**src/inc/iabi_pkg.sv**
```systemverilog
package iabi_pkg;

  // Internal clock is the master clock divided by four.
  localparam int         DIV_RATIO   = 4;
  localparam logic [1:0] DIV_LAST    = 2'(DIV_RATIO - 1);
  localparam logic [1:0] DIV_HALF    = 2'(DIV_RATIO / 2 - 1);

  // Conversion cycle in internal clocks, counted 0 .. CYCLE_LEN-1; busy falls at the wrap.
  localparam int          CYCLE_LEN  = 1280;
  localparam int          ZERO_LEN   = 246;
  localparam int          INTEG_LEN  = 256;
  localparam int          FAST_LEN   = 512;
  localparam int          SLOW_LEN   = 64;
  localparam int          OVR_LEN    = 192;
  localparam int          BUSY_HIGH  = 836;
  localparam int          GAP_LEN    = 125;
  localparam int          LOCK_LEN   = 1100;
  localparam int          WINDOW_LEN = 443;
  localparam logic [10:0] CNT_LAST   = 11'(CYCLE_LEN - 1);
  localparam logic [10:0] CNT_DEINT  = 11'(ZERO_LEN + INTEG_LEN);
  localparam logic [10:0] CNT_SLOW   = 11'(ZERO_LEN + INTEG_LEN + FAST_LEN);
  localparam logic [10:0] CNT_OVR    = 11'(ZERO_LEN + INTEG_LEN + FAST_LEN + SLOW_LEN);
  localparam logic [10:0] CNT_SETTLE = 11'(ZERO_LEN + INTEG_LEN + FAST_LEN + SLOW_LEN + OVR_LEN);
  localparam logic [10:0] CNT_BUSY   = 11'(CYCLE_LEN - BUSY_HIGH);
  localparam logic [10:0] CNT_GAP    = 11'(GAP_LEN);
  localparam logic [10:0] CNT_UNLOCK = 11'(GAP_LEN + LOCK_LEN);
  localparam logic [10:0] CNT_WINDOW = 11'(WINDOW_LEN);

  // Result word: polarity, overrange, 15 magnitude bits.
  localparam int           RES_W      = 15;
  localparam int           WORD_W     = RES_W + 2;
  localparam int           WORD_POL   = RES_W + 1;
  localparam int           WORD_OVR   = RES_W;
  localparam logic [16:0]  FULL_SCALE = 17'h08000;
  localparam logic [16:0]  OVR_MAX    = 17'h000BE;
  localparam logic [16:0]  FAST_STEP  = 17'h00040;
  localparam logic [16:0]  SLOW_STEP  = 17'h00001;

  // Bit positions of the synchronised pin vector.
  localparam int NPIN    = 8;
  localparam int PIN_CEN = 0;
  localparam int PIN_CS  = 1;
  localparam int PIN_RDN = 2;
  localparam int PIN_WRN = 3;
  localparam int PIN_BYT = 4;
  localparam int PIN_FLG = 5;
  localparam int PIN_RUN = 6;
  localparam int PIN_CMP = 7;

  typedef enum logic {ST_WAIT, ST_RUN} iabi_run_type;
  typedef enum logic [1:0] {BY_HI_POL, BY_LO, BY_HI_OVR} iabi_byte_type;

endpackage : iabi_pkg

```
**src/rtl/iabi_top.sv**
```systemverilog
`timescale 1ns/100ps
module iabi_top
  import iabi_pkg::*;
(
  // Clock and reset.
  input  wire logic       mclk,
  input  wire logic       resetn,
  // Bus control pins.
  input  wire logic       chip_enable_n,
  input  wire logic       chip_select,
  input  wire logic       read_n,
  input  wire logic       convert_n,
  input  wire logic       byte_half_select,
  input  wire logic       flag_bit_select,
  input  wire logic       run_mode_select,
  // Comparator from the analog section.
  input  wire logic       cmp_positive,
  // Data bus and status.
  output logic [7:0]      bus_data,
  output logic            bus_oe_n,
  output logic            busy,
  output logic            result_ready
);

  typedef struct packed {
    logic [NPIN-1:0] s1;
    logic [NPIN-1:0] s2;
    logic [NPIN-1:0] s3;
    logic [NPIN-1:0] filt;
    logic            wr_prev;
    logic            rd_prev;
    logic [1:0]      div;
    logic [10:0]     cnt;
    iabi_run_type    run;
    logic            pending;
    logic            pol;
    logic            crossed;
    logic [16:0]     acc;
    logic [16:0]     word;
    logic            res_valid;
    iabi_byte_type   byte_idx;
    logic            busy;
    logic [7:0]      bus;
    logic            bus_oe_n;
    logic            buf_ready;
  } iabi_state_type;

  iabi_state_type q_ff;
  iabi_state_type nxt_q;
  logic [NPIN-1:0] pins;
  logic            sel;
  logic            rd_act;
  logic            tick;
  logic            cont;
  logic            wr_fall;
  logic            rd_rise;
  logic            expire;
  logic            push;
  logic            in_ready;
  logic            out_valid;
  logic [16:0]     out_data;
  logic [16:0]     conv_word;

  // High byte with the selected flag on the top line.
  function automatic logic [7:0] hi_byte(input logic [16:0] w, input logic use_ovr);
    hi_byte = {(use_ovr ? w[WORD_OVR] : w[WORD_POL]), w[14:8]};
  endfunction : hi_byte

  // Count to result word; excess over full scale is capped at OVR_MAX.
  function automatic logic [16:0] to_word(input logic [16:0] a, input logic p);
    logic [16:0] ex;
    ex = 17'(a - FULL_SCALE);
    if (a >= FULL_SCALE) to_word = {p, 1'b1, RES_W'((ex > OVR_MAX) ? OVR_MAX : ex)};
    else to_word = {p, 1'b0, a[RES_W-1:0]};
  endfunction : to_word

  assign pins = {cmp_positive, run_mode_select, flag_bit_select, byte_half_select,
                 convert_n, read_n, chip_select, chip_enable_n};
  assign sel       = !q_ff.filt[PIN_CEN] && q_ff.filt[PIN_CS];
  assign rd_act    = sel && !q_ff.filt[PIN_RDN];
  assign tick      = (q_ff.div == DIV_LAST);
  assign cont      = q_ff.filt[PIN_RUN];
  // Only the strobe edge matters; the data pins are never sampled on a write.
  assign wr_fall   = q_ff.wr_prev && !q_ff.filt[PIN_WRN] && sel && !cont;
  assign rd_rise   = !q_ff.rd_prev && q_ff.filt[PIN_RDN] && sel && cont;
  assign expire    = cont && q_ff.cnt == CNT_WINDOW && q_ff.div == DIV_HALF;
  assign push      = tick && q_ff.run == ST_RUN && q_ff.cnt == CNT_LAST;
  assign conv_word = to_word(q_ff.acc, q_ff.pol);

  // A result finishing during a read waits here until the strobe ends.
  iabi_pair_buf #(.WIDTH(WORD_W)) u_buf (
    .mclk      (mclk),
    .resetn    (resetn),
    .in_valid  (push),
    .in_ready  (in_ready),
    .in_data   (conv_word),
    .out_valid (out_valid),
    .out_ready (!rd_act),
    .out_data  (out_data)
  );

  always_comb begin
    nxt_q = q_ff;
    // Pins pass three stages; a change counts once stages two and three agree.
    nxt_q.s1      = pins;
    nxt_q.s2      = q_ff.s1;
    nxt_q.s3      = q_ff.s2;
    nxt_q.filt    = (~(q_ff.s2 ^ q_ff.s3) & q_ff.s3) | ((q_ff.s2 ^ q_ff.s3) & q_ff.filt);
    nxt_q.wr_prev = q_ff.filt[PIN_WRN];
    nxt_q.rd_prev = q_ff.filt[PIN_RDN];
    nxt_q.div     = 2'(q_ff.div + 2'h1);

    // Cycle counter; demand mode parks at the end of the post-busy gap.
    if (tick && q_ff.run == ST_RUN) begin
      if (q_ff.cnt == CNT_GAP && !cont && !q_ff.pending) begin
        nxt_q.run = ST_WAIT;
      end else begin
        if (q_ff.cnt == CNT_GAP) nxt_q.pending = 1'b0;
        nxt_q.cnt = (q_ff.cnt == CNT_LAST) ? 11'h000 : 11'(q_ff.cnt + 11'h001);
      end
    end

    // A parked counter resumes as soon as continuous mode is selected.
    if (q_ff.run == ST_WAIT && cont) nxt_q.run = ST_RUN;

    // Strobes: start at once when parked, queue after the lockout otherwise.
    if (wr_fall) begin
      if (q_ff.run == ST_WAIT) begin
        nxt_q.run     = ST_RUN;
        nxt_q.pending = 1'b1;
      end else if (!q_ff.pending && (q_ff.cnt >= CNT_UNLOCK || q_ff.cnt < CNT_GAP)) begin
        nxt_q.pending = 1'b1;
      end
    end

    // Deintegrate counting: zero phase and signal integrate come first.
    if (tick && q_ff.run == ST_RUN) begin
      if (q_ff.cnt == CNT_DEINT) begin
        // The first fast clock always runs, so it counts at once.
        nxt_q.pol     = q_ff.filt[PIN_CMP];
        nxt_q.acc     = FAST_STEP;
        nxt_q.crossed = 1'b0;
      end else if (q_ff.cnt > CNT_DEINT && q_ff.cnt < CNT_SETTLE
                   && (!q_ff.crossed || q_ff.cnt == CNT_SLOW || q_ff.cnt == CNT_OVR)) begin
        // Each subphase re-arms the crossing on its own first clock, which counts too.
        nxt_q.crossed = 1'b0;
        if (q_ff.filt[PIN_CMP] != q_ff.pol) nxt_q.crossed = 1'b1;
        else if (q_ff.cnt < CNT_SLOW) nxt_q.acc = 17'(q_ff.acc + FAST_STEP);
        else if (q_ff.cnt < CNT_OVR || q_ff.acc >= FULL_SCALE) nxt_q.acc = 17'(q_ff.acc + SLOW_STEP);
      end
    end

    // Output latch loads whole words only, and only outside a read.
    if (out_valid && !rd_act) begin
      nxt_q.word      = out_data;
      nxt_q.res_valid = 1'b1;
      nxt_q.byte_idx  = BY_HI_POL;
    end else if (expire) begin
      nxt_q.res_valid = 1'b0;
      nxt_q.byte_idx  = BY_HI_POL;
    end else if (rd_rise) begin
      unique case (q_ff.byte_idx)
        BY_HI_POL: nxt_q.byte_idx = BY_LO;
        BY_LO:     nxt_q.byte_idx = BY_HI_OVR;
        default:   nxt_q.byte_idx = BY_HI_POL;
      endcase
    end

    nxt_q.busy      = nxt_q.cnt >= CNT_BUSY;
    nxt_q.buf_ready = in_ready;
    nxt_q.bus_oe_n  = !rd_act;
    nxt_q.bus       = 8'h00;
    if (cont) begin
      // Byte half and flag selects are not looked at in this mode.
      if (q_ff.res_valid) begin
        unique case (q_ff.byte_idx)
          BY_HI_POL: nxt_q.bus = hi_byte(q_ff.word, 1'b0);
          BY_LO:     nxt_q.bus = q_ff.word[7:0];
          BY_HI_OVR: nxt_q.bus = hi_byte(q_ff.word, 1'b1);
          default:   nxt_q.bus = 8'h00;
        endcase
      end
    end else if (q_ff.filt[PIN_BYT]) begin
      nxt_q.bus = q_ff.word[7:0];
    end else begin
      nxt_q.bus = hi_byte(q_ff.word, q_ff.filt[PIN_FLG]);
    end
  end

  always_ff @(posedge mclk or negedge resetn) begin
    if (!resetn) begin
      q_ff          <= '0;
      q_ff.s1       <= 8'h0D;
      q_ff.s2       <= 8'h0D;
      q_ff.s3       <= 8'h0D;
      q_ff.filt     <= 8'h0D;
      q_ff.wr_prev  <= 1'b1;
      q_ff.rd_prev  <= 1'b1;
      q_ff.run      <= ST_RUN;
      q_ff.bus_oe_n <= 1'b1;
    end else begin
      q_ff <= nxt_q;
    end
  end

  assign bus_data     = q_ff.bus;
  assign bus_oe_n     = q_ff.bus_oe_n;
  assign busy         = q_ff.busy;
  assign result_ready = q_ff.buf_ready;

  // Helper: internal clocks spent with busy high.
  logic [10:0] busy_len_ff;
  always_ff @(posedge mclk or negedge resetn) begin
    if (!resetn) busy_len_ff <= 11'h000;
    else if (!q_ff.busy) busy_len_ff <= 11'h000;
    else if (tick) busy_len_ff <= 11'(busy_len_ff + 11'h001);
  end
endmodule : iabi_top

```
**src/rtl/iabi_pair_buf.sv**
```systemverilog
`timescale 1ns/100ps
module iabi_pair_buf #(
  parameter int WIDTH = 17
) (
  // Clock and reset.
  input  wire logic             mclk,
  input  wire logic             resetn,
  // Filling side.
  input  wire logic             in_valid,
  output logic                  in_ready,
  input  wire logic [WIDTH-1:0] in_data,
  // Draining side.
  output logic                  out_valid,
  input  wire logic             out_ready,
  output logic [WIDTH-1:0]      out_data
);

  typedef struct packed {
    logic [WIDTH-1:0] head;
    logic [WIDTH-1:0] tail;
    logic [1:0]       fill;
  } iabi_buf_type;

  iabi_buf_type q_ff;
  iabi_buf_type nxt_q;
  logic         push;
  logic         pop;

  assign in_ready  = (q_ff.fill != 2'h2);
  assign out_valid = (q_ff.fill != 2'h0);
  assign out_data  = q_ff.head;
  assign push      = in_valid && in_ready;
  assign pop       = out_valid && out_ready;

  always_comb begin
    nxt_q = q_ff;
    unique case ({push, pop})
      2'b10: begin
        if (q_ff.fill == 2'h0) nxt_q.head = in_data;
        else nxt_q.tail = in_data;
        nxt_q.fill = 2'(q_ff.fill + 2'h1);
      end
      2'b01: begin
        nxt_q.head = q_ff.tail;
        nxt_q.fill = 2'(q_ff.fill - 2'h1);
      end
      2'b11: begin
        // One word leaves while another arrives; the count stays.
        if (q_ff.fill == 2'h1) nxt_q.head = in_data;
        else begin
          nxt_q.head = q_ff.tail;
          nxt_q.tail = in_data;
        end
      end
      2'b00: nxt_q = q_ff;
    endcase
  end

  always_ff @(posedge mclk or negedge resetn) begin
    if (!resetn) q_ff <= '0;
    else q_ff <= nxt_q;
  end

endmodule : iabi_pair_buf

```
**config.mk**
```make
export PLATFORM = sky130hd
export DESIGN_NAME = iabi_top
export DESIGN_NICKNAME = d
export VERILOG_FILES = /design/src/inc/iabi_pkg.sv /design/src/rtl/iabi_top.sv /design/src/rtl/iabi_pair_buf.sv
export SDC_FILE = /design/constraint.sdc
export NUM_CORES = 1
export LEC_CHECK = 0
export BUFFER_PORTS_ARGS = -buffer_cell sky130_fd_sc_hd__buf_2
export CAP_MARGIN = 20
export CORE_ASPECT_RATIO = 1.25
export CORE_UTILIZATION = 50
export CTS_CLUSTER_SIZE = 20
export DETAILED_ROUTE_END_ITERATION = 10
export PLACE_DENSITY_LB_ADDON = 0.05
export SETUP_SLACK_MARGIN = 0.05
export SLEW_MARGIN = 20
export SYNTH_ARGS = -nofsm -noshare
export SYNTH_HDL_FRONTEND = slang
export SYNTH_SLANG_ARGS = --single-unit
```
**constraint.sdc**
```tcl
create_clock -name mclk -period 4.45 [get_ports mclk]
set_clock_uncertainty 0.05 [all_clocks]
set_input_delay 0.6675 -clock mclk [delete_from_list [all_inputs] [get_ports mclk]]
set_output_delay 0.6675 -clock mclk [all_outputs]
set_load 0.01 [all_outputs]
```
== Word level (Yosys, flattened, before mapping) ==
Index checks and enable logic that the tools add are counted.
Word-level totals
  bits of input ports: 10
  register bits: 135
  output and inout bits: 11
Cells by class
  $add $sub $neg: 7
  eq/ne operators: 20
  bitwise operators: 7
  mux-type cells: 36
  order comparisons: 9
  reductions and logical operators: 47
Operator list (count)
  17-bit two-way mux: 7
  17-bit case mux with 3 select lines: 1
  18-bit two-way mux: 2
  17-bit case mux with 2 select lines: 1
  8-bit two-way mux: 3
  8-bit case mux with 3 select lines: 1
  11-bit == test (second input constant): 2
  11-bit by 9-bit == test with 1-bit output (second input constant): 2
  11-bit less-than comparator (second input constant): 2
  11-bit two-way mux: 2
  1-bit logical AND: 20
  17-bit by 1-bit adder with 17-bit output (second input constant): 1
  17-bit by 7-bit adder with 17-bit output (second input constant): 1
  17-bit by 16-bit greater-or-equal comparator with 1-bit output (second input constant): 1
  17-bit by 8-bit greater-than comparator with 1-bit output (second input constant): 1
  17-bit by 16-bit subtractor with 17-bit output (second input constant): 1
  8-bit bitwise AND: 2
  16-bit two-way mux: 1
  15-bit two-way mux: 1
  13-bit two-way mux: 1
  11-bit by 1-bit adder with 11-bit output (second input constant): 1
  11-bit by 10-bit == test with 1-bit output (second input constant): 1
  11-bit by 7-bit == test with 1-bit output (second input constant): 1
  11-bit greater-or-equal comparator (second input constant): 1
  other kinds (27): 69

== Longest topological paths before layout ==
Gate-level depths: netlist (run 1).
  depth in word-level cells: 8
  gate-level depth with buffers: 12
  mapped depth without buffers: 10

== Cells and area by module ==
Synthesis (run 1) repeated with hierarchy kept, for this count alone.
Second synthesis, totals
  cells, all modules: 628
  area total of the unflattened synthesis: 6782.8 µm²
Modules (own cells, without submodules)
  iabi_top: area an instance 4803.4 µm², times used 1, sequential area each 2497.4 µm², cells each 444
  iabi_pair_buf: area an instance 1979.4 µm², times used 1, sequential area each 900.9 µm², cells each 184

== Worst setup path after synthesis (run 1) ==
Ideal clock, no wire load.
  path kind: flip-flop to flip-flop
  start: register q_ff[54] (netlist bit)
  end: register u_buf.q_ff (netlist bit u_buf.out_data[1])
  required time: 4.323 ns
  arrival: 2.737 ns
  path buffers: 2
  setup slack: 1.586 ns
  cell stages (with the launch flop): 12
  clock period less this slack: 2.864 ns
  setup time: 0.077 ns
  cells stage by stage: dfrtp_1 > buf_1 > nand3_1 > nor3_1 > nand2_1 > inv_1 > ha_1 > a21oi_1 > nor2_1 > clkbuf_1 > nand2_1 > a21oi_1
On the way
  cells in the longest elaborated chain, start to end: 6
  elaborated cells on any way between the ends: 11
Ends and longest elaborated chain
  start, declared: line iabi_top.sv:48  | iabi_state_type q_ff;
  start signal, assigned: line iabi_top.sv:202  | q_ff <= nxt_q;
  11-bit == test (*): line iabi_top.sv:87  | assign push = tick && q_ff.run == ST_RUN && q_ff.cnt == CNT_LAST;
  1-bit logical AND (*): line iabi_top.sv:87
  1-bit logical AND (*): line iabi_pair_buf.sv:32  | assign push = in_valid && in_ready;
  2-bit == test or 2-bit logical NOT (tied branches): line iabi_pair_buf.sv:37  | unique case ({push, pop})
  2-bit by 1-bit inequality test with 1-bit output (no line) or 1-bit inverter (tied branches)
  2-bit AND reduction (no line)
  end signal, assigned: line iabi_pair_buf.sv:61  | else q_ff <= nxt_q;
  end, declared: line iabi_pair_buf.sv:24  | iabi_buf_type q_ff;
Every way passes the cells marked *; elsewhere a longest branch is shown, timed or not.
A chain may end at the register's enable or synchronous reset.

== Worst setup path after layout (run 1) ==
  start: register u_buf.q_ff[0] (netlist bit)
  end: register u_buf.q_ff (netlist bit u_buf.out_data[12])
On the way
  cells in the longest elaborated chain, start to end: 5
  elaborated cells on any way between the ends: 15
Ends and longest elaborated chain (line)
  2-bit inequality test or 2-bit nonzero test (tied branches): iabi_pair_buf.sv:29, iabi_pair_buf.sv:30
  1-bit logical AND (on tied branches): iabi_pair_buf.sv:32, iabi_pair_buf.sv:33
  2-bit == test or 2-bit logical NOT (tied branches): iabi_pair_buf.sv:37
  2-bit by 1-bit inequality test with 1-bit output (no line) or 1-bit inverter (tied branches)
  2-bit AND reduction (no line)
Several ways; a longest one is shown, not always the timed one.

==> impl_metrics.yaml, run 1 <==
status:
  status: "finished, final reports clean"
drt:
  drc: 0
  viasPerCell: 5.59
  vias: 4585
  wl_per_cell_um: 15.6
  drt-total-wl_um: 12800
  postRouteAntennaNets: 0
  drt-initial-drc-count: 166
  dr.pass1.iters: 4
setup_path:
  r2r_setup_slack_ns: 1.20
  path_cells: "inv_1 -> ha_1 -> nand2b_1 -> buf_4 -> inv_1 -> ha_1 -> a21oi_1 -> nor2_1 -> a221oi_1 -> nor2_1"
  worstSetupPathType: "reg2reg"
  worstPathBufferInverterCount: 3
  crit_start: "u_buf.q_ff[0]"
  cp_slowest_cell: "nor2_1"
  arrival_ns: 3.55
  critPathMaxFanout: 23
  crit_path_start_kind: "flop"
  r2r-start: "u_buf.q_ff[0]"
  cp_data_required_time_ns: 4.75
  worstSetupEndpointType: "flop"
  max_stage_delay_ns: 0.75
  path_delay_family: "simple AND/OR/NAND/NOR gates"
synthesis:
  ys_seq_area_share_pct: 54.0
  yosys_warnings: 0
  syn_area_mm2: 0.00629
  synthArstFlopShare_pct: 100
  syn_nets: 664
  syn_inst: 637
  synthFlopType: "dfrtp_1"
  synth_seq_cells: 135
  syn_avg_cell_area_um2: 9.87
  synth_edf_count: 0
  yosys.cell_types.count: 59
global_routing:
  grt_pass1_wl_um: 22600
  use_met2_pct: 35.5
  grt_pass1_vias: 4533
  grtUsageTotal_pct: 22.6
  gr-usage-met3_pct: 4.81
  antenna_found_initial: 0
  grtUsageMet1_pct: 30.3
  grt_overflow_total: 0
  grt_max_degree: 104
  grt_busiest_layer: "met2"
power_and_ir_drop:
  ir_worst_vdd_v: 0.000215
  powerDensity_mw_per_mm2: 420
  leakagePower_nw: 3.20
final_layout:
  nets: 670
  n_antenna_cell: 0
  syn2layout_area_growth_pct: 12.5
  drive_gt1_share_pct: 13.0
clock_network:
  cts_buffers: 17
  cts_setup_buffers: 0
  hold_buffers: 0
  htreeDepth: 4
  cts_tree: "yes"
  cts.sinks: 135
  root_buffer: "clkbuf_16"
  clock_path_buffers: 2
  clk_pin_slew_ns: 0.06
  cts_resized: 0
  clock_latency_ns: 0.42
timing:
  fin_crit_sh_pct: 73.0
  finalMaxSlewViolations: 0
  setup_viol: 0
  whs_ns: 0.290
  final.setup.worst_slack_ns: 1.20
  max_slew_margin_pct: 33.2
  max_freq_mhz: 308
  tightest_slew_ns: 0.999
  final.setup.tns_ns: 0
  rsz0062_at_grt: "no"
  hold_violations: 0
  fin_crit_ns: 3.25
floorplan:
  die_width_um: 102
  rows: 45
  die_h_um: 127
  die-area_mm2: 0.0130
  core_mm2: 0.0122
  ios: 21
  initial_core_util_pct: 51.5
place:
  dp_slack_ns: 1.21
  place.gp.congestion: 0.840
  port_buffers: 20
  dpl.hpwl_um: 8900
job:
  maxCapViolations: 0
min_path:
  hp-class: "in2async"
[stage by stage]
stage / total power, W / std cells / area, um2 / util (%)
final: 0.00297 / 820 / 7070 / 57.9
after global routing: 0.00310 / 820 / 7070 / 57.9
after CTS: 0.00300 / 820 / 7060 / 57.8
after detailed placement: 0.00156 / 788 / 6460 / 52.8
after global placement: 0.00156 / 788 / 6460 / 52.8
after floorplan: 0.00149 / 637 / 6290 / -
[placed cells by master, fill, tap and decap left out, types with 8 or more instances in the layout]
cell type / netlist / routed
nor2_1: 51 / 51
dfrtp_1: 119 / 119
a22oi_1: 8 / 8
buf_2: 2 / 19
clkbuf_16: 0 / 17
a21oi_1: 29 / 29
inv_1: 24 / 24
nand2_1: 116 / 116
dfstp_2: 16 / 16
o21ai_0: 29 / 29
a221oi_1: 9 / 9
or4_1: 9 / 9
o31ai_1: 13 / 13
nand3_1: 17 / 17
nor3_1: 11 / 11
maj3_1: 8 / 8
mux2i_1: 10 / 10
ha_1: 17 / 17
[metal layers]
metal,up-vias,share of wire (%)
met5,-,0
met4,0,1.1
met3,9,2.8
met2,70,49
met1,2233,47
li1,2273,-
[worst register-to-register path: stages, from the launching register on]
cell      delay, ns
dfrtp_1        0.39
inv_1          0.08
ha_1           0.24
nand2b_1       0.15
buf_4          0.20
inv_1          0.51
ha_1           0.34
a21oi_1        0.09
nor2_1         0.75
a221oi_1       0.24
nor2_1         0.14
[sequential cells by signal (all words and copies together), names as in the netlist, named ones only]
name	cells
busy	1
q_ff	64
nxt_q	16
result_ready	1
bus_data	8
u_buf.q_ff	19
u_buf.out_data	17
bus_oe_n	1
[cells in the mapped netlist (all sizes together), types with 7 or more instances]
library cell  number  share of area (%)
a21oi             29                2.3
ha                17                3.4
nand3             17                1.4
o31ai             13                1.6
dfstp             16                6.7
inv               24                1.4
nor3              11               0.88
buf               15                1.5
maj3               8                1.3
mux2i             10                1.6
nand2            116                6.9
dfrtp            119                 47
nor4               7               0.70
nor2              51                3.0
clkbuf            23                1.4
or4                9                1.1
or3                7               0.70
a22oi              8               0.95
o21ai             31                2.5
a31oi              7               0.70
a221oi             9                1.3
[worst paths after layout]
kind,to,depth (start not counted)
hold reg to reg,nxt_q[81],0
setup / recovery,u_buf.out_data[12],10
min in group mclk,nxt_q[86],1
max in group asynchronous,nxt_q[78],2
hold / removal,asynchronous set/reset pin,1
setup reg to reg,u_buf.out_data[12],10
[cells by family (layout without fill, tap and decap cells)]
| family | count (synthesis) | count (layout) | share of synthesized area (%) |
|---|---|---|---|
| AND/OR/NAND/NOR | 254 | 254 | 18.5 |
| AO/OA/AOI/OAI | 140 | 140 | 15.2 |
| flip-flops | 135 | 135 | 54.0 |
| buffers and inverters | 62 | 81 | 4.34 |
| adder cells (fa/ha/maj) | 25 | 25 | 4.65 |
| multiplexers | 13 | 13 | 2.13 |
| XOR/XNOR | 8 | 8 | 1.11 |
[area by class of cell]
cell class                      count  area (um2)
Fill cell                        1072        5140
Inverter                           24        90.1
Multi-Input combinational cell    440        2630
Tap cell                          164         205
Clock buffer                       20         457
Sequential cell                   135        3400
Timing Repair Buffer               25         144
Clock inverter                     12         151
[power by group]
group	leakage [nW]	switching (W)	internal (W)	total, W
clock	0.296	0.000520	0.000908	0.00143
combinational	1.15	0.000102	0.0000698	0.000172
sequential	1.76	0.0000869	0.00129	0.00137
Power figures use the tool's default switching activity.
==> run 2: changes to the inputs <==
==> constraint.sdc (replaced) <==
create_clock -name mclk -period 3.1 [get_ports mclk]
set_clock_uncertainty 0.05 [all_clocks]
set_input_delay 0.465 -clock mclk [delete_from_list [all_inputs] [get_ports mclk]]
set_output_delay 0.465 -clock mclk [all_outputs]
set_load 0.01 [all_outputs]
==> run 2 against run 1 <==
Global-route usage increased by 0.39 points. Setup slack got worse by 0.85 ns. Clock power increased by 52%. Maximum frequency increased by 18%. Non-clock buffer count increased by 11. Total power increased by 48%.
==> impl_metrics.yaml, run 2 (synthesized netlist as in run 1, its figures left out) <==
setup_path:
  critPathMaxFanout: 12
  crit_path_start_kind: "flop"
  worstSetupPathType: "reg2reg"
  cp_data_required_time_ns: 3.36
  arrival_ns: 3.01
  worstSetupEndpointType: "flop"
clock_network:
  root_buffer: "clkbuf_16"
  cts_tree: "yes"
  cts_setup_buffers: 0
  clk_pin_slew_ns: 0.06
  cts.sinks: 135
  clock_latency_ns: 0.43
  cts_buffers: 17
  clock_path_buffers: 2
  htreeDepth: 4
power_and_ir_drop:
  power_frac_clock_pct: 49.4
  leakagePower_nw: 3.28
  p_sw_w: 0.00110
  p_int_w: 0.00332
  powerDensity_mw_per_mm2: 612
  ir_worst_vdd_v: 0.000391
  p_sw_share_pct: 24.8
  seqPwrFrac_pct: 44.6
  pwr-share-comb_pct: 6.0
final_layout:
  largest_reg_flops: 64
  syn2layout_area_growth_pct: 14.5
  drive_gt1_share_pct: 14.4
  top_register: "q_ff"
  final_cell_mix: "dfrtp_1 (119), nand2_1 (116), nor2_1 (51)"
  n_antenna_cell: 0
  final_cell_count_no_fill: 831
  final_common_cell: "dfrtp_1"
  fin_area_mm2: 0.00720
  nets: 681
global_routing:
  grt_pass1_wl_um: 22900
  grt_pass1_vias: 4743
  grt_max_degree: 62
  grt_overflow_total: 0
  antenna_found_initial: 0
  grtUsageTotal_pct: 22.9
timing:
  fin_crit_ns: 2.75
  finalMaxSlewViolations: 0
  final.setup.tns_ns: 0
  max_slew_margin_pct: 31.2
  setup_viol: 0
  hold_violations: 0
  final.setup.worst_slack_ns: 0.350
  rsz0062_at_grt: "no"
  fin_crit_sh_pct: 88.7
  tightest_slew_ns: 1.03
  max_freq_mhz: 364
place:
  place_area_mm2: 0.00654
  dpl.hpwl_um: 9210
  dp_slack_ns: 0.334
  port_buffers: 20
  dpl.cell_count: 798
  place.gp.congestion: 0.884
drt:
  drc: 0
  vias: 4738
  dr.pass1.iters: 4
  drt-total-wl_um: 13300
  viasPerCell: 5.70
  postRouteAntennaNets: 0
  drt-initial-drc-count: 213
  wl_per_cell_um: 16.0
floorplan:
  die_h_um: 127
  initial_core_util_pct: 51.5
  die_width_um: 102
  core_mm2: 0.0122
  die-area_mm2: 0.0130
  rows: 45
  ios: 21
status:
  status: "finished, final reports clean"
min_path:
  hp-class: "in2reg"
job:
  maxCapViolations: 0
[run 2: changes by cell type in the layout (fill, tap and decap cells not counted), sizes merged]
| cell | delta |
|---|---|
| clkinvlp | -1 |
| clkinv | -3 |
| clkbuf | -3 |
| bufinv | +1 |
| buf | +10 |
| inv | +6 |
| dlygate4sd3 | +1 |
[run 2: final timing paths]
| kind | start | to | slack, ns | depth (start not counted) |
|---|---|---|---|---|
| worst min register to register | nxt_q[87] | nxt_q[79] | 0.30 | 0 |
| worst min-delay path | chip_enable_n | nxt_q[83] | 0.08 | 1 |
| worst max-delay path | q_ff[60] | q_ff[35] | 0.35 | 6 |
| worst max register to register | q_ff[60] | q_ff[35] | 0.35 | 6 |
| max in group asynchronous | resetn | q_ff[79] | 1.79 | 3 |
| min in group asynchronous | resetn | nxt_q[88] | 0.50 | 2 |
[run 2: per-layer routing]
layer | vias up | GRT usage, % | wire length [um]
met1 | 2336 | 29.3 | 5950
met2 | 99 | 37.2 | 6570
met3 | 19 | 5.53 | 487
met5 | - | 0 | 0
li1 | 2284 | - | -
met4 | 0 | 9.50 | 270
[run 2: what timing repair did]
item	4_1_cts	5_1_grt
hold buffers	1	0
hold endpoints to repair	29	0
setup endpoints to repair	0	7
resized for setup	0	1
[run 2: cell type report]
type                            instances  area [um2]
Tap cell                              164         205
Sequential cell                       135        3400
Clock buffer                           17         425
Multi-Input combinational cell        440        2630
Clock inverter                         15         215
Fill cell                            1086        5020
Inverter                               24        90.1
Timing Repair Buffer                   36         241
[run 2: power by group through the flow]
| stage | registers, W | clock network, W | logic (W) |
|---|---|---|---|
| final | 0.00197 | 0.00218 | 0.000265 |
| after floorplan | 0.00194 | 0 | 0.000209 |
| after global placement | 0.00199 | 0 | 0.000257 |
| after global routing | 0.00198 | 0.00230 | 0.000303 |
| after detailed placement | 0.00199 | 0 | 0.000261 |
| after CTS | 0.00196 | 0.00221 | 0.000266 |
[run 2: through the flow]
stage / hold slack (ns) / utilization (%) / total power (W)
3_3_place_gp: 0.286 / 53.6 / 0.00225
5_1_grt: 0.0574 / 58.9 / 0.00458
3_5_place_dp: 0.287 / 53.6 / 0.00226
4_1_cts: 0.0668 / 58.9 / 0.00444
2_1_floorplan: 0.119 / - / 0.00215
6_report: 0.0771 / 58.9 / 0.00441
[run 2: critical path: stages (launching register included)]
cell	delay [ns]
dfrtp_1	0.37
or3b_1	0.44
or3_1	0.34
a311oi_2	0.34
a21oi_1	0.34
nor4_1	0.38
mux2_2	0.37
